`config.mk`:
```
export PLATFORM = sky130hd
export DESIGN_NAME = psf_program_security_fuse_ctrl
export DESIGN_NICKNAME = d
export VERILOG_FILES = /design/src/hdl/psf_pkg.sv /design/src/hdl/psf_program_security_fuse_ctrl.sv
export SDC_FILE = /design/constraint.sdc
export NUM_CORES = 1
export LEC_CHECK = 0
export BUFFER_PORTS_ARGS = -buffer_cell sky130_fd_sc_hd__buf_4
export CORE_MARGIN = 8
export CORE_UTILIZATION = 40
export DETAILED_ROUTE_END_ITERATION = 12
export MAX_ROUTING_LAYER = met4
export PLACE_DENSITY = 0.75
export RECOVER_POWER = 50
export SYNTH_ARGS = -nofsm -noshare
export SYNTH_HDL_FRONTEND = slang
export SYNTH_SLANG_ARGS = --single-unit
```
`constraint.sdc`:
```
create_clock -name ref_clk -period 2.1 [get_ports ref_clk]
set_input_delay 0.21 -clock ref_clk [delete_from_list [all_inputs] [get_ports ref_clk]]
set_output_delay 0.21 -clock ref_clk [all_outputs]
set_load 0.05 [all_outputs]
```
`src/hdl/psf_pkg.sv`:
```
// Constants, codes and carrier types of the program security fuse controller
package psf_pkg;

  // ********************************************************************
  // Register addresses
  // ********************************************************************
  localparam logic [15:0] PSF_FLASH_CONTROL_ADDR = 16'h00B2;
  localparam logic [15:0] PSF_BURN_PULSE_ADDR = 16'hFFD1;
  localparam logic [15:0] PSF_FUSE_SELECT_ADDR = 16'hFFD2;
  localparam logic [15:0] PSF_PROTECT_FUSE_ADDR = 16'hFFD7;

  // ********************************************************************
  // Field positions
  // ********************************************************************
  localparam int PSF_FC_WRITE_ENABLE_BIT = 0;
  localparam int PSF_FC_MASS_ERASE_EN_BIT = 1;
  localparam int PSF_FC_LOCK_BIT = 6;
  localparam int PSF_PF_LEVEL1_BIT = 0;
  localparam int PSF_PF_LEVEL0_BIT = 1;
  localparam int PSF_PF_PERMIT_BIT = 5;
  localparam int PSF_PF_ARM_BIT = 7;

  // ********************************************************************
  // Codes and reset values
  // ********************************************************************
  localparam logic [7:0] PSF_SETUP_CODE = 8'h54;
  localparam logic [7:0] PSF_SELECT_LEVEL0_CODE = 8'h81;
  localparam logic [7:0] PSF_SELECT_LEVEL1_CODE = 8'h82;
  localparam logic [7:0] PSF_BURN_CODE = 8'hA6;
  localparam logic [7:0] PSF_BYTE_RESET = 8'h00;
  localparam logic [6:0] PSF_PAGE_ZERO = 7'h00;

  // ********************************************************************
  // Types
  // ********************************************************************
  typedef enum logic [2:0] {
    PSF_OP_READ_FLASH,
    PSF_OP_READ_RAM,
    PSF_OP_WRITE_FLASH,
    PSF_OP_PAGE_ERASE,
    PSF_OP_MASS_ERASE,
    PSF_OP_CORE_CONTROL
  } psf_dbg_op_type;

  typedef struct packed {
    logic req;
    psf_dbg_op_type op;
    logic [6:0] page;
  } psf_dbg_req_type;

  typedef struct packed {
    logic wr;
    logic rd;
    logic [15:0] addr;
    logic [7:0] wdata;
  } psf_sfr_bus_type;

  typedef struct packed {
    logic flash_wr;
    logic page_erase;
    logic [6:0] page;
  } psf_cpu_flash_type;

  typedef struct packed {
    logic grant;
    logic deny;
  } psf_answer_type;

endpackage

```
`src/hdl/psf_program_security_fuse_ctrl.sv`:
```
// Program security lock, fuse burn sequencer and access gate for flash and data RAM
module psf_program_security_fuse_ctrl (
  input wire logic ref_clk,
  input wire logic rst,
  input wire psf_pkg::psf_sfr_bus_type sfr_bus,
  input wire logic cpu_int_enabled,
  input wire psf_pkg::psf_cpu_flash_type cpu_flash,
  input wire psf_pkg::psf_dbg_req_type dbg_req,
  input wire logic permit_pin,
  input wire logic level0_fuse_sense,
  input wire logic level1_fuse_sense,
  output logic [7:0] sfr_rdata,
  output logic sfr_ack,
  output psf_pkg::psf_answer_type cpu_answer,
  output psf_pkg::psf_answer_type dbg_answer,
  output logic dbg_port_enable,
  output logic dbg_data_enable,
  output logic flash_write_enable,
  output logic mass_erase_enable,
  output logic flash_mass_erase,
  output logic ram_clear,
  output logic lock_bit_active,
  output logic burn_level0,
  output logic burn_level1
);

  // ********************************************************************
  // Fuse state and lock
  // ********************************************************************
  typedef enum logic [2:0] {
    PSF_IDLE,
    PSF_SETUP,
    PSF_SEL_L0,
    PSF_SEL_L1,
    PSF_BURN_L0,
    PSF_BURN_L1
  } psf_burn_state_type;

  logic level0_fuse;
  logic level1_fuse;
  logic lock_bit;
  logic fuse_program_arm;
  logic next_level0_fuse;
  logic next_level1_fuse;
  logic next_lock_bit;
  logic next_fuse_program_arm;

  logic wr_flash_control;
  logic wr_burn_pulse;
  logic wr_fuse_select;
  logic wr_protect_fuse;
  logic lock_bit_now;
  logic level1_now;

  assign wr_flash_control = sfr_bus.wr && (sfr_bus.addr == psf_pkg::PSF_FLASH_CONTROL_ADDR);
  assign wr_burn_pulse = sfr_bus.wr && (sfr_bus.addr == psf_pkg::PSF_BURN_PULSE_ADDR);
  assign wr_fuse_select = sfr_bus.wr && (sfr_bus.addr == psf_pkg::PSF_FUSE_SELECT_ADDR);
  assign wr_protect_fuse = sfr_bus.wr && (sfr_bus.addr == psf_pkg::PSF_PROTECT_FUSE_ADDR);

  // Lock has no force until the level0 fuse is blown
  assign lock_bit_now = lock_bit && level0_fuse;
  // Sense input bypasses the register so the port closes in the blowing cycle
  assign level1_now = level1_fuse || level1_fuse_sense;

  always_comb begin
    // Fuse bits only ever accumulate out of reset; reset reloads them from the sense inputs
    next_level0_fuse = level0_fuse || level0_fuse_sense;
    next_level1_fuse = level1_fuse || level1_fuse_sense;
    // Set-only: a zero written here leaves the bit alone
    next_lock_bit = lock_bit || (wr_flash_control && sfr_bus.wdata[psf_pkg::PSF_FC_LOCK_BIT]);
    next_fuse_program_arm = fuse_program_arm;
    if (wr_protect_fuse) begin
      next_fuse_program_arm = sfr_bus.wdata[psf_pkg::PSF_PF_ARM_BIT];
    end
  end

  always_ff @(posedge ref_clk) begin
    if (rst) begin
      // Fuses are sampled while reset is held, before boot starts
      level0_fuse <= level0_fuse_sense;
      level1_fuse <= level1_fuse_sense;
      lock_bit <= 1'b0;
      fuse_program_arm <= 1'b0;
    end else begin
      level0_fuse <= next_level0_fuse;
      level1_fuse <= next_level1_fuse;
      lock_bit <= next_lock_bit;
      fuse_program_arm <= next_fuse_program_arm;
    end
  end

  // ********************************************************************
  // Fuse burn sequencer
  // ********************************************************************
  psf_burn_state_type burn_state;
  psf_burn_state_type next_burn_state;
  logic next_burn_level0;
  logic next_burn_level1;

  always_comb begin
    next_burn_state = burn_state;
    if (wr_fuse_select) begin
      case (burn_state)
        PSF_SETUP: begin
          // One level per burn; any other code abandons the setup
          if (sfr_bus.wdata == psf_pkg::PSF_SELECT_LEVEL0_CODE) begin
            next_burn_state = PSF_SEL_L0;
          end else if (sfr_bus.wdata == psf_pkg::PSF_SELECT_LEVEL1_CODE) begin
            next_burn_state = PSF_SEL_L1;
          end else begin
            next_burn_state = PSF_IDLE;
          end
        end
        PSF_BURN_L0, PSF_BURN_L1: begin
          // Selection writes during a burn are ignored
          next_burn_state = burn_state;
        end
        default: begin
          if (sfr_bus.wdata == psf_pkg::PSF_SETUP_CODE) begin
            next_burn_state = PSF_SETUP;
          end else begin
            next_burn_state = PSF_IDLE;
          end
        end
      endcase
    end else if (wr_burn_pulse) begin
      case (burn_state)
        PSF_SEL_L0: begin
          if (sfr_bus.wdata == psf_pkg::PSF_BURN_CODE && fuse_program_arm) begin
            next_burn_state = PSF_BURN_L0;
          end else begin
            next_burn_state = PSF_IDLE;
          end
        end
        PSF_SEL_L1: begin
          if (sfr_bus.wdata == psf_pkg::PSF_BURN_CODE && fuse_program_arm) begin
            next_burn_state = PSF_BURN_L1;
          end else begin
            next_burn_state = PSF_IDLE;
          end
        end
        PSF_BURN_L0, PSF_BURN_L1: begin
          if (sfr_bus.wdata != psf_pkg::PSF_BURN_CODE) begin
            next_burn_state = PSF_IDLE;
          end
        end
        default: begin
          next_burn_state = PSF_IDLE;
        end
      endcase
    end else if (!fuse_program_arm &&
                 (burn_state == PSF_BURN_L0 || burn_state == PSF_BURN_L1)) begin
      // Dropping the arm bit cuts the burn current
      next_burn_state = PSF_IDLE;
    end
    next_burn_level0 = (next_burn_state == PSF_BURN_L0);
    // Permit pin gates the level1 current; level0 ignores it
    next_burn_level1 = (next_burn_state == PSF_BURN_L1) && permit_pin;
  end

  always_ff @(posedge ref_clk) begin
    if (rst) begin
      burn_state <= PSF_IDLE;
      burn_level0 <= 1'b0;
      burn_level1 <= 1'b0;
    end else begin
      burn_state <= next_burn_state;
      burn_level0 <= next_burn_level0;
      burn_level1 <= next_burn_level1;
    end
  end

  // ********************************************************************
  // Flash control bits
  // ********************************************************************
  logic next_flash_write_enable;
  logic next_mass_erase_enable;
  logic cpu_wr_granted;
  logic mass_erase_granted;

  always_comb begin
    next_flash_write_enable = flash_write_enable;
    next_mass_erase_enable = mass_erase_enable;
    // Write enable clears itself after each flash byte
    if (cpu_wr_granted) begin
      next_flash_write_enable = 1'b0;
    end
    // Register writes leave write enable alone while interrupts are enabled
    if (wr_flash_control && !cpu_int_enabled) begin
      next_flash_write_enable = sfr_bus.wdata[psf_pkg::PSF_FC_WRITE_ENABLE_BIT];
    end
    if (mass_erase_granted) begin
      next_mass_erase_enable = 1'b0;
    end
    if (wr_flash_control) begin
      next_mass_erase_enable = sfr_bus.wdata[psf_pkg::PSF_FC_MASS_ERASE_EN_BIT];
    end
  end

  always_ff @(posedge ref_clk) begin
    if (rst) begin
      flash_write_enable <= 1'b0;
      mass_erase_enable <= 1'b0;
    end else begin
      flash_write_enable <= next_flash_write_enable;
      mass_erase_enable <= next_mass_erase_enable;
    end
  end

  // ********************************************************************
  // Access gate for processor and debug port
  // ********************************************************************
  psf_pkg::psf_answer_type next_cpu_answer;
  psf_pkg::psf_answer_type next_dbg_answer;
  logic cpu_page_zero;
  logic dbg_page_zero;
  logic dbg_allowed;
  logic next_flash_mass_erase;
  logic next_ram_clear;

  assign cpu_page_zero = (cpu_flash.page == psf_pkg::PSF_PAGE_ZERO);
  assign dbg_page_zero = (dbg_req.page == psf_pkg::PSF_PAGE_ZERO);
  assign cpu_wr_granted = cpu_flash.flash_wr && !(lock_bit_now && cpu_page_zero);
  assign mass_erase_granted = dbg_req.req && dbg_allowed &&
                              (dbg_req.op == psf_pkg::PSF_OP_MASS_ERASE);

  always_comb begin
    dbg_allowed = 1'b1;
    if (level1_now) begin
      dbg_allowed = 1'b0;
    end else if (lock_bit_now) begin
      // Bulk erase is the only debug operation allowed in the locked state
      dbg_allowed = (dbg_req.op == psf_pkg::PSF_OP_MASS_ERASE);
    end else if ((dbg_req.op == psf_pkg::PSF_OP_WRITE_FLASH ||
                  dbg_req.op == psf_pkg::PSF_OP_PAGE_ERASE) && dbg_page_zero && lock_bit &&
                 level0_fuse) begin
      dbg_allowed = 1'b0;
    end
    next_dbg_answer.grant = dbg_req.req && dbg_allowed;
    next_dbg_answer.deny = dbg_req.req && !dbg_allowed;
    next_cpu_answer.grant = 1'b0;
    next_cpu_answer.deny = 1'b0;
    if (cpu_flash.flash_wr || cpu_flash.page_erase) begin
      if (lock_bit_now && cpu_page_zero) begin
        next_cpu_answer.deny = 1'b1;
      end else begin
        next_cpu_answer.grant = 1'b1;
      end
    end
    // Global erase wipes data RAM whether locked or not
    next_flash_mass_erase = mass_erase_granted;
    next_ram_clear = mass_erase_granted;
  end

  always_ff @(posedge ref_clk) begin
    if (rst) begin
      cpu_answer <= '0;
      dbg_answer <= '0;
      flash_mass_erase <= 1'b0;
      ram_clear <= 1'b0;
      dbg_port_enable <= 1'b0;
      dbg_data_enable <= 1'b0;
      lock_bit_active <= 1'b0;
    end else begin
      cpu_answer <= next_cpu_answer;
      dbg_answer <= next_dbg_answer;
      flash_mass_erase <= next_flash_mass_erase;
      ram_clear <= next_ram_clear;
      dbg_port_enable <= !level1_now;
      dbg_data_enable <= !level1_now && !lock_bit_now;
      lock_bit_active <= lock_bit_now;
    end
  end

  // ********************************************************************
  // Register read port
  // ********************************************************************
  logic [7:0] next_sfr_rdata;
  logic next_sfr_ack;

  always_comb begin
    next_sfr_rdata = psf_pkg::PSF_BYTE_RESET;
    next_sfr_ack = 1'b0;
    if (sfr_bus.rd || sfr_bus.wr) begin
      if (sfr_bus.addr == psf_pkg::PSF_FLASH_CONTROL_ADDR) begin
        next_sfr_ack = 1'b1;
        next_sfr_rdata[psf_pkg::PSF_FC_WRITE_ENABLE_BIT] = flash_write_enable;
        next_sfr_rdata[psf_pkg::PSF_FC_LOCK_BIT] = lock_bit;
      end else if (sfr_bus.addr == psf_pkg::PSF_PROTECT_FUSE_ADDR) begin
        next_sfr_ack = 1'b1;
        next_sfr_rdata[psf_pkg::PSF_PF_ARM_BIT] = fuse_program_arm;
        next_sfr_rdata[psf_pkg::PSF_PF_PERMIT_BIT] = permit_pin;
        next_sfr_rdata[psf_pkg::PSF_PF_LEVEL0_BIT] = level0_fuse;
        next_sfr_rdata[psf_pkg::PSF_PF_LEVEL1_BIT] = level1_fuse;
      end else if (sfr_bus.addr == psf_pkg::PSF_BURN_PULSE_ADDR ||
                   sfr_bus.addr == psf_pkg::PSF_FUSE_SELECT_ADDR) begin
        // Write-only registers read as zero
        next_sfr_ack = 1'b1;
      end
    end
    if (!sfr_bus.rd) begin
      next_sfr_rdata = psf_pkg::PSF_BYTE_RESET;
    end
  end

  always_ff @(posedge ref_clk) begin
    if (rst) begin
      sfr_rdata <= psf_pkg::PSF_BYTE_RESET;
      sfr_ack <= 1'b0;
    end else begin
      sfr_rdata <= next_sfr_rdata;
      sfr_ack <= next_sfr_ack;
    end
  end

endmodule

```
# Word level (Yosys, flattened, before mapping)
# Cells that the tools add are included.
dict set report word_totals {
  register_bits 28
  input_bits 52
  out_inout_bits 22
  elab_cells 116
}
dict set report classes {
  eq_ne 19
  muxes 27
  bitwise_logic 5
  n_reduce_logical 43
}
# operator n
set ops {}
lappend ops {{$eq A16 B16 Y1 const B} 3}
lappend ops {{$eq A8 B8 Y1 const B} 3}
lappend ops {{$logic_and A1 B1 Y1} 19}
lappend ops {{$mux W3} 6}
lappend ops {{$eq A16 B8 Y1 const B} 1}
lappend ops {{$mux W1} 16}
lappend ops {{$eq A3 B3 Y1 const B} 5}
lappend ops {{$logic_not A7 Y1} 2}
lappend ops {{$eq A3 B2 Y1 const B} 4}
lappend ops {{$pmux W3 S3} 1}
lappend ops {{$eq A8 B7 Y1 const B} 1}
lappend ops {{$logic_or A1 B1 Y1} 8}
lappend ops {{$ne A8 B8 Y1 const B} 1}
lappend ops {{$logic_not A1 Y1} 6}
lappend ops {{$mux W2} 3}
lappend ops {{$pmux W3 S2} 1}
lappend ops {{$reduce_or A2 Y1} 3}
lappend ops {{$not A1 Y1} 5}
lappend ops {{$reduce_or A5 Y1} 1}
lappend ops {{$reduce_bool A2 Y1} 2}
lappend ops {{$reduce_or A4 Y1} 1}
lappend ops {{$eq A3 B1 Y1 const B} 1}
lappend ops {{$reduce_or A3 Y1} 1}

# Logic depth before layout (Yosys ltp)
dict set report depth {
  depth_word 12
  mapped_depth 6
  depth_no_buf 6
}

# Worst setup path before layout
# Ideal clock, no wire load.
dict set report synth_path {
  path_kind {in2reg}
  start {input sfr_bus[13] (netlist bit)}
  end {register burn_level1}
  setup_time_ns 0.073
  arrival_ns 1.567
  required_ns 2.027
  setup_slack_ns 0.460
  stages 6
  path_buffers 0
  cell_sequence {nand4b_4 -> nor3_2 -> nand3_1 -> and3_4 -> or4b_4 -> nor3_2}
}
dict set report synth_between {
  elab_chain_len 6
  elab_cells_between_ends 8
  classes_between {eq/ne: 3; mux: 2; reduce/logical: 3}
}
# item line_no
set synth_rtl {}
lappend synth_rtl {{from (decl)} psf_program_security_fuse_ctrl.sv:5} ;# input wire psf_pkg::psf_sfr_bus_type sfr_bus,
lappend synth_rtl {{$eq A16 B16 Y1} psf_program_security_fuse_ctrl.sv:56} ;# assign wr_burn_pulse = sfr_bus.wr && (sfr_bus.addr == psf_pkg::PSF_BURN_PULSE_ADDR);
lappend synth_rtl {{$logic_and A1 B1 Y1} psf_program_security_fuse_ctrl.sv:56}
lappend synth_rtl {{$mux W3} psf_program_security_fuse_ctrl.sv:126} ;# end else if (wr_burn_pulse) begin
lappend synth_rtl {{$mux W3 *} psf_program_security_fuse_ctrl.sv:102} ;# if (wr_fuse_select) begin
lappend synth_rtl {{$eq A3 B3 Y1 *} psf_program_security_fuse_ctrl.sv:158} ;# next_burn_level1 = (next_burn_state == PSF_BURN_L1) && permit_pin;
lappend synth_rtl {{$logic_and A1 B1 Y1 *} psf_program_security_fuse_ctrl.sv:158}
lappend synth_rtl {{to (signal assigned)} psf_program_security_fuse_ctrl.sv:169} ;# burn_level1 <= next_burn_level1;
lappend synth_rtl {{to (decl)} psf_program_security_fuse_ctrl.sv:24} ;# output logic burn_level1
# Every way passes the cells marked *; elsewhere a longest branch is shown, timed or not.
# A chain may end at the register's enable or synchronous reset.

# Final worst setup path
dict set report layout_path {
  start {register burn_state[1]}
  end {register burn_level0}
}
dict set report layout_between {
  elab_chain_len 7
  elab_cells_between_ends 15
  classes_between {eq/ne: 6; mux: 6; reduce/logical: 3}
}
# item line_no
set layout_rtl {}
lappend layout_rtl {{from (decl)} psf_program_security_fuse_ctrl.sv:95} ;# psf_burn_state_type burn_state;
lappend layout_rtl {{from (signal assigned)} psf_program_security_fuse_ctrl.sv:167} ;# burn_state <= next_burn_state;
lappend layout_rtl {{branches (longest 5 deep; another with $eq A3 B3 Y1)} -}
lappend layout_rtl {{$mux W3 *} psf_program_security_fuse_ctrl.sv:102}
lappend layout_rtl {{$eq A3 B3 Y1 *} psf_program_security_fuse_ctrl.sv:156} ;# next_burn_level0 = (next_burn_state == PSF_BURN_L0);
lappend layout_rtl {{to (signal assigned)} psf_program_security_fuse_ctrl.sv:168} ;# burn_level0 <= next_burn_level0;
lappend layout_rtl {{to (decl)} psf_program_security_fuse_ctrl.sv:23} ;# output logic burn_level0,
# Mark *: on every way between the ends.

==> flow_summary.ini <==
[die]
core_area_sq_um = 3000
die_area_sq_um = 5130
die_y_um = 71.7
start_util_pct = 41.3
rows = 20
ios = 74
fp.dieW_um = 71.7

[sta]
timing.fmax_ghz = 0.579
fin_crit_ns = 1.73
holdWs_ns = 0.0577
setup_viol = 0
fin_tns_setup_ns = 0
worstMarginPinSlew_ns = 0.616
drv_slew = 0
clock_skew_ns = 0.00995
relSlewSlack_pct = 59.1
final_hold_viol_count = 0
period_share_pct = 82.2
rsz0062_at_grt = no

[route]
first_pass_iters = 4
drcViolationCount = 0
drt_iter0_drc = 75
ant_nets = 0
drt-total-wl_um = 3730
vias_per_cell = 5.49
vias = 1274
wl_per_cell_um = 16.1

[yosys]
synth_edf_count = 0
ys.flop_type = dfxtp_1
synth_seq_cells = 25
yosysWarnings = 0
synth.distinct_cells = 43
async_reset_ff_share_pct = 0
netlist_area_sq_um = 1240
netlist_instances = 134
ys_seq_area_share_pct = 40.4
syn_avg_cell_area_sq_um = 9.24

[layout]
multi_input_area_sq_um = 701
final_cell_mix = buf_4 (52), dfxtp_1 (25), nor2_1 (16), clkbuf_1 (12), nand2_1 (11)
finalNonFillerCells = 232
final_common_cell = buf_4
design_area_sq_um = 1720
syn_to_final_growth_pct = 38.8
regArea_sq_um = 500
final_net_count = 252
n_antenna_cell = 0
drive_gt1_share_pct = 34.2
fillers = 295

[worst_setup_path]
startpoint_type = flip-flop
crit_family = simple AND/OR/NAND/NOR gates
crit_chain = nor4b_1 > nand2_1 > o311ai_0 > mux2_2 > a31oi_1 > and3_1
slowest_stage = dfxtp_1
setup.worst_path.class = flip-flop to flip-flop
crit_path_end_kind = flip-flop
critical_path_required_ns = 2.32
crit_buf_inv = 0
cp_data_arrival_time_ns = 1.95
critical_path_peak_fanout = 6
slowest_delay_ns = 0.40

[global_route]
grt_pass1_wl_um = 5860
grt_antenna_before_repair = 0
top_usage_layer = met2
first_global_vias = 1282
use_met1_pct = 16.0
overflow = 0
grt_usage_pct = 14.5
met3_usage_pct = 3.77
grt_start_max_net_pins = 16
grtUsageMet2_pct = 25.2

[clocking]
path_clk_slew_ns = 0.15
htreeDepth = 1
post_cts_buffers = 0
cts_buffers = 3
cts_resized = 0
cts.sinks = 25
clk_latency_ns = 0.32
root_buffer = clkbuf_4
ctsHoldBuffers = 0
cts_tree = built
clk_path_buf_depth = 2

[hold_path]
worstHoldPathType = primary input to flip-flop

[run]
maxCapViolCount = 0

[power]
leakage_nw = 0.722
p_per_area_nw_per_um2 = 500
ir_drop_v = 0.000196
fin_total_pwr_uw = 860

[placed_design]
gp_congestion = 0.833
place_area_sq_um = 1730
hpwlAfterDp_um = 3140
dp_cells = 228
io_buffers = 63

[outcome]
status = completed
[cells in the mapped netlist (all sizes together), types with 3 or more instances]
| master | n | area, sq um |
|---|---|---|
| nand3 | 5 | 25.0 |
| nand4b | 3 | 41.3 |
| nand4 | 4 | 40.0 |
| and2 | 5 | 31.3 |
| nor2 | 16 | 60.1 |
| and3 | 4 | 30.0 |
| nor4 | 6 | 52.6 |
| a21oi | 5 | 25.0 |
| nor3 | 6 | 40.0 |
| nor4b | 5 | 56.3 |
| nand2 | 12 | 47.6 |
| buf | 4 | 30.0 |
| dfxtp | 25 | 500 |
| inv | 3 | 11.3 |
[cell type report]
class / count / share of cell area [%]
sequential: 25 / 29.1
clock buffer: 3 / 1.31
timing repair buffer: 64 / 25.3
clock inverter: 1 / 0.437
multi-input combinational: 103 / 40.8
tap: 33 / 2.40
inverter: 3 / 0.655
[state kept, by name (all words and copies together), names as in the netlist]
name                flops
cpu_answer              2
dbg_answer              2
sfr_rdata               5
ram_clear               1
mass_erase_enable       1
burn_state              3
burn_level1             1
flash_write_enable      1
dbg_port_enable         1
dbg_data_enable         1
level1_fuse             1
sfr_ack                 1
lock_bit                1
fuse_program_arm        1
burn_level0             1
level0_fuse             1
lock_bit_active         1
[where the power goes]
group	switching [mW]	total [mW]	leakage [nW]	internal (mW)
logic	0.0796	0.155	0.506	0.0750
clock network	0.147	0.220	0.0139	0.0726
registers	0.00423	0.486	0.203	0.481
[worst paths after layout]
check | start | end | slack [ns] | cells after the start
min | level0_fuse_sense | level0_fuse | 0.06 | 2
max reg2reg | burn_state[1] | burn_level0 | 0.37 | 6
min reg2reg | mass_erase_enable | mass_erase_enable | 0.48 | 2
max | burn_state[1] | burn_level0 | 0.37 | 6
[stage by stage]
stage,setup slack [ns],utilization [%]
2_1_floorplan,0.460,-
3_3_place_gp,0.231,57.8
3_5_place_dp,0.194,57.8
4_1_cts,0.407,58.8
5_1_grt,0.253,57.3
6_report,0.374,57.3
[cells by family after synthesis]
kind of cell,count (synthesis),share of synthesized area (%)
AO/OA/AOI/OAI,18,9.80
XOR/XNOR,1,0.707
buffers and inverters,8,3.64
flip-flops,25,40.4
multiplexers,3,2.53
other,1,0.303
AND/OR/NAND/NOR,78,42.6
[metal layers]
metal / up-vias / routed length, um
li1: 620 / -
met1: 590 / 1560
met2: 60 / 1850
met3: 4 / 281
met4: 0 / 41
met5: - / 0
Power figures use the tool's default switching activity.
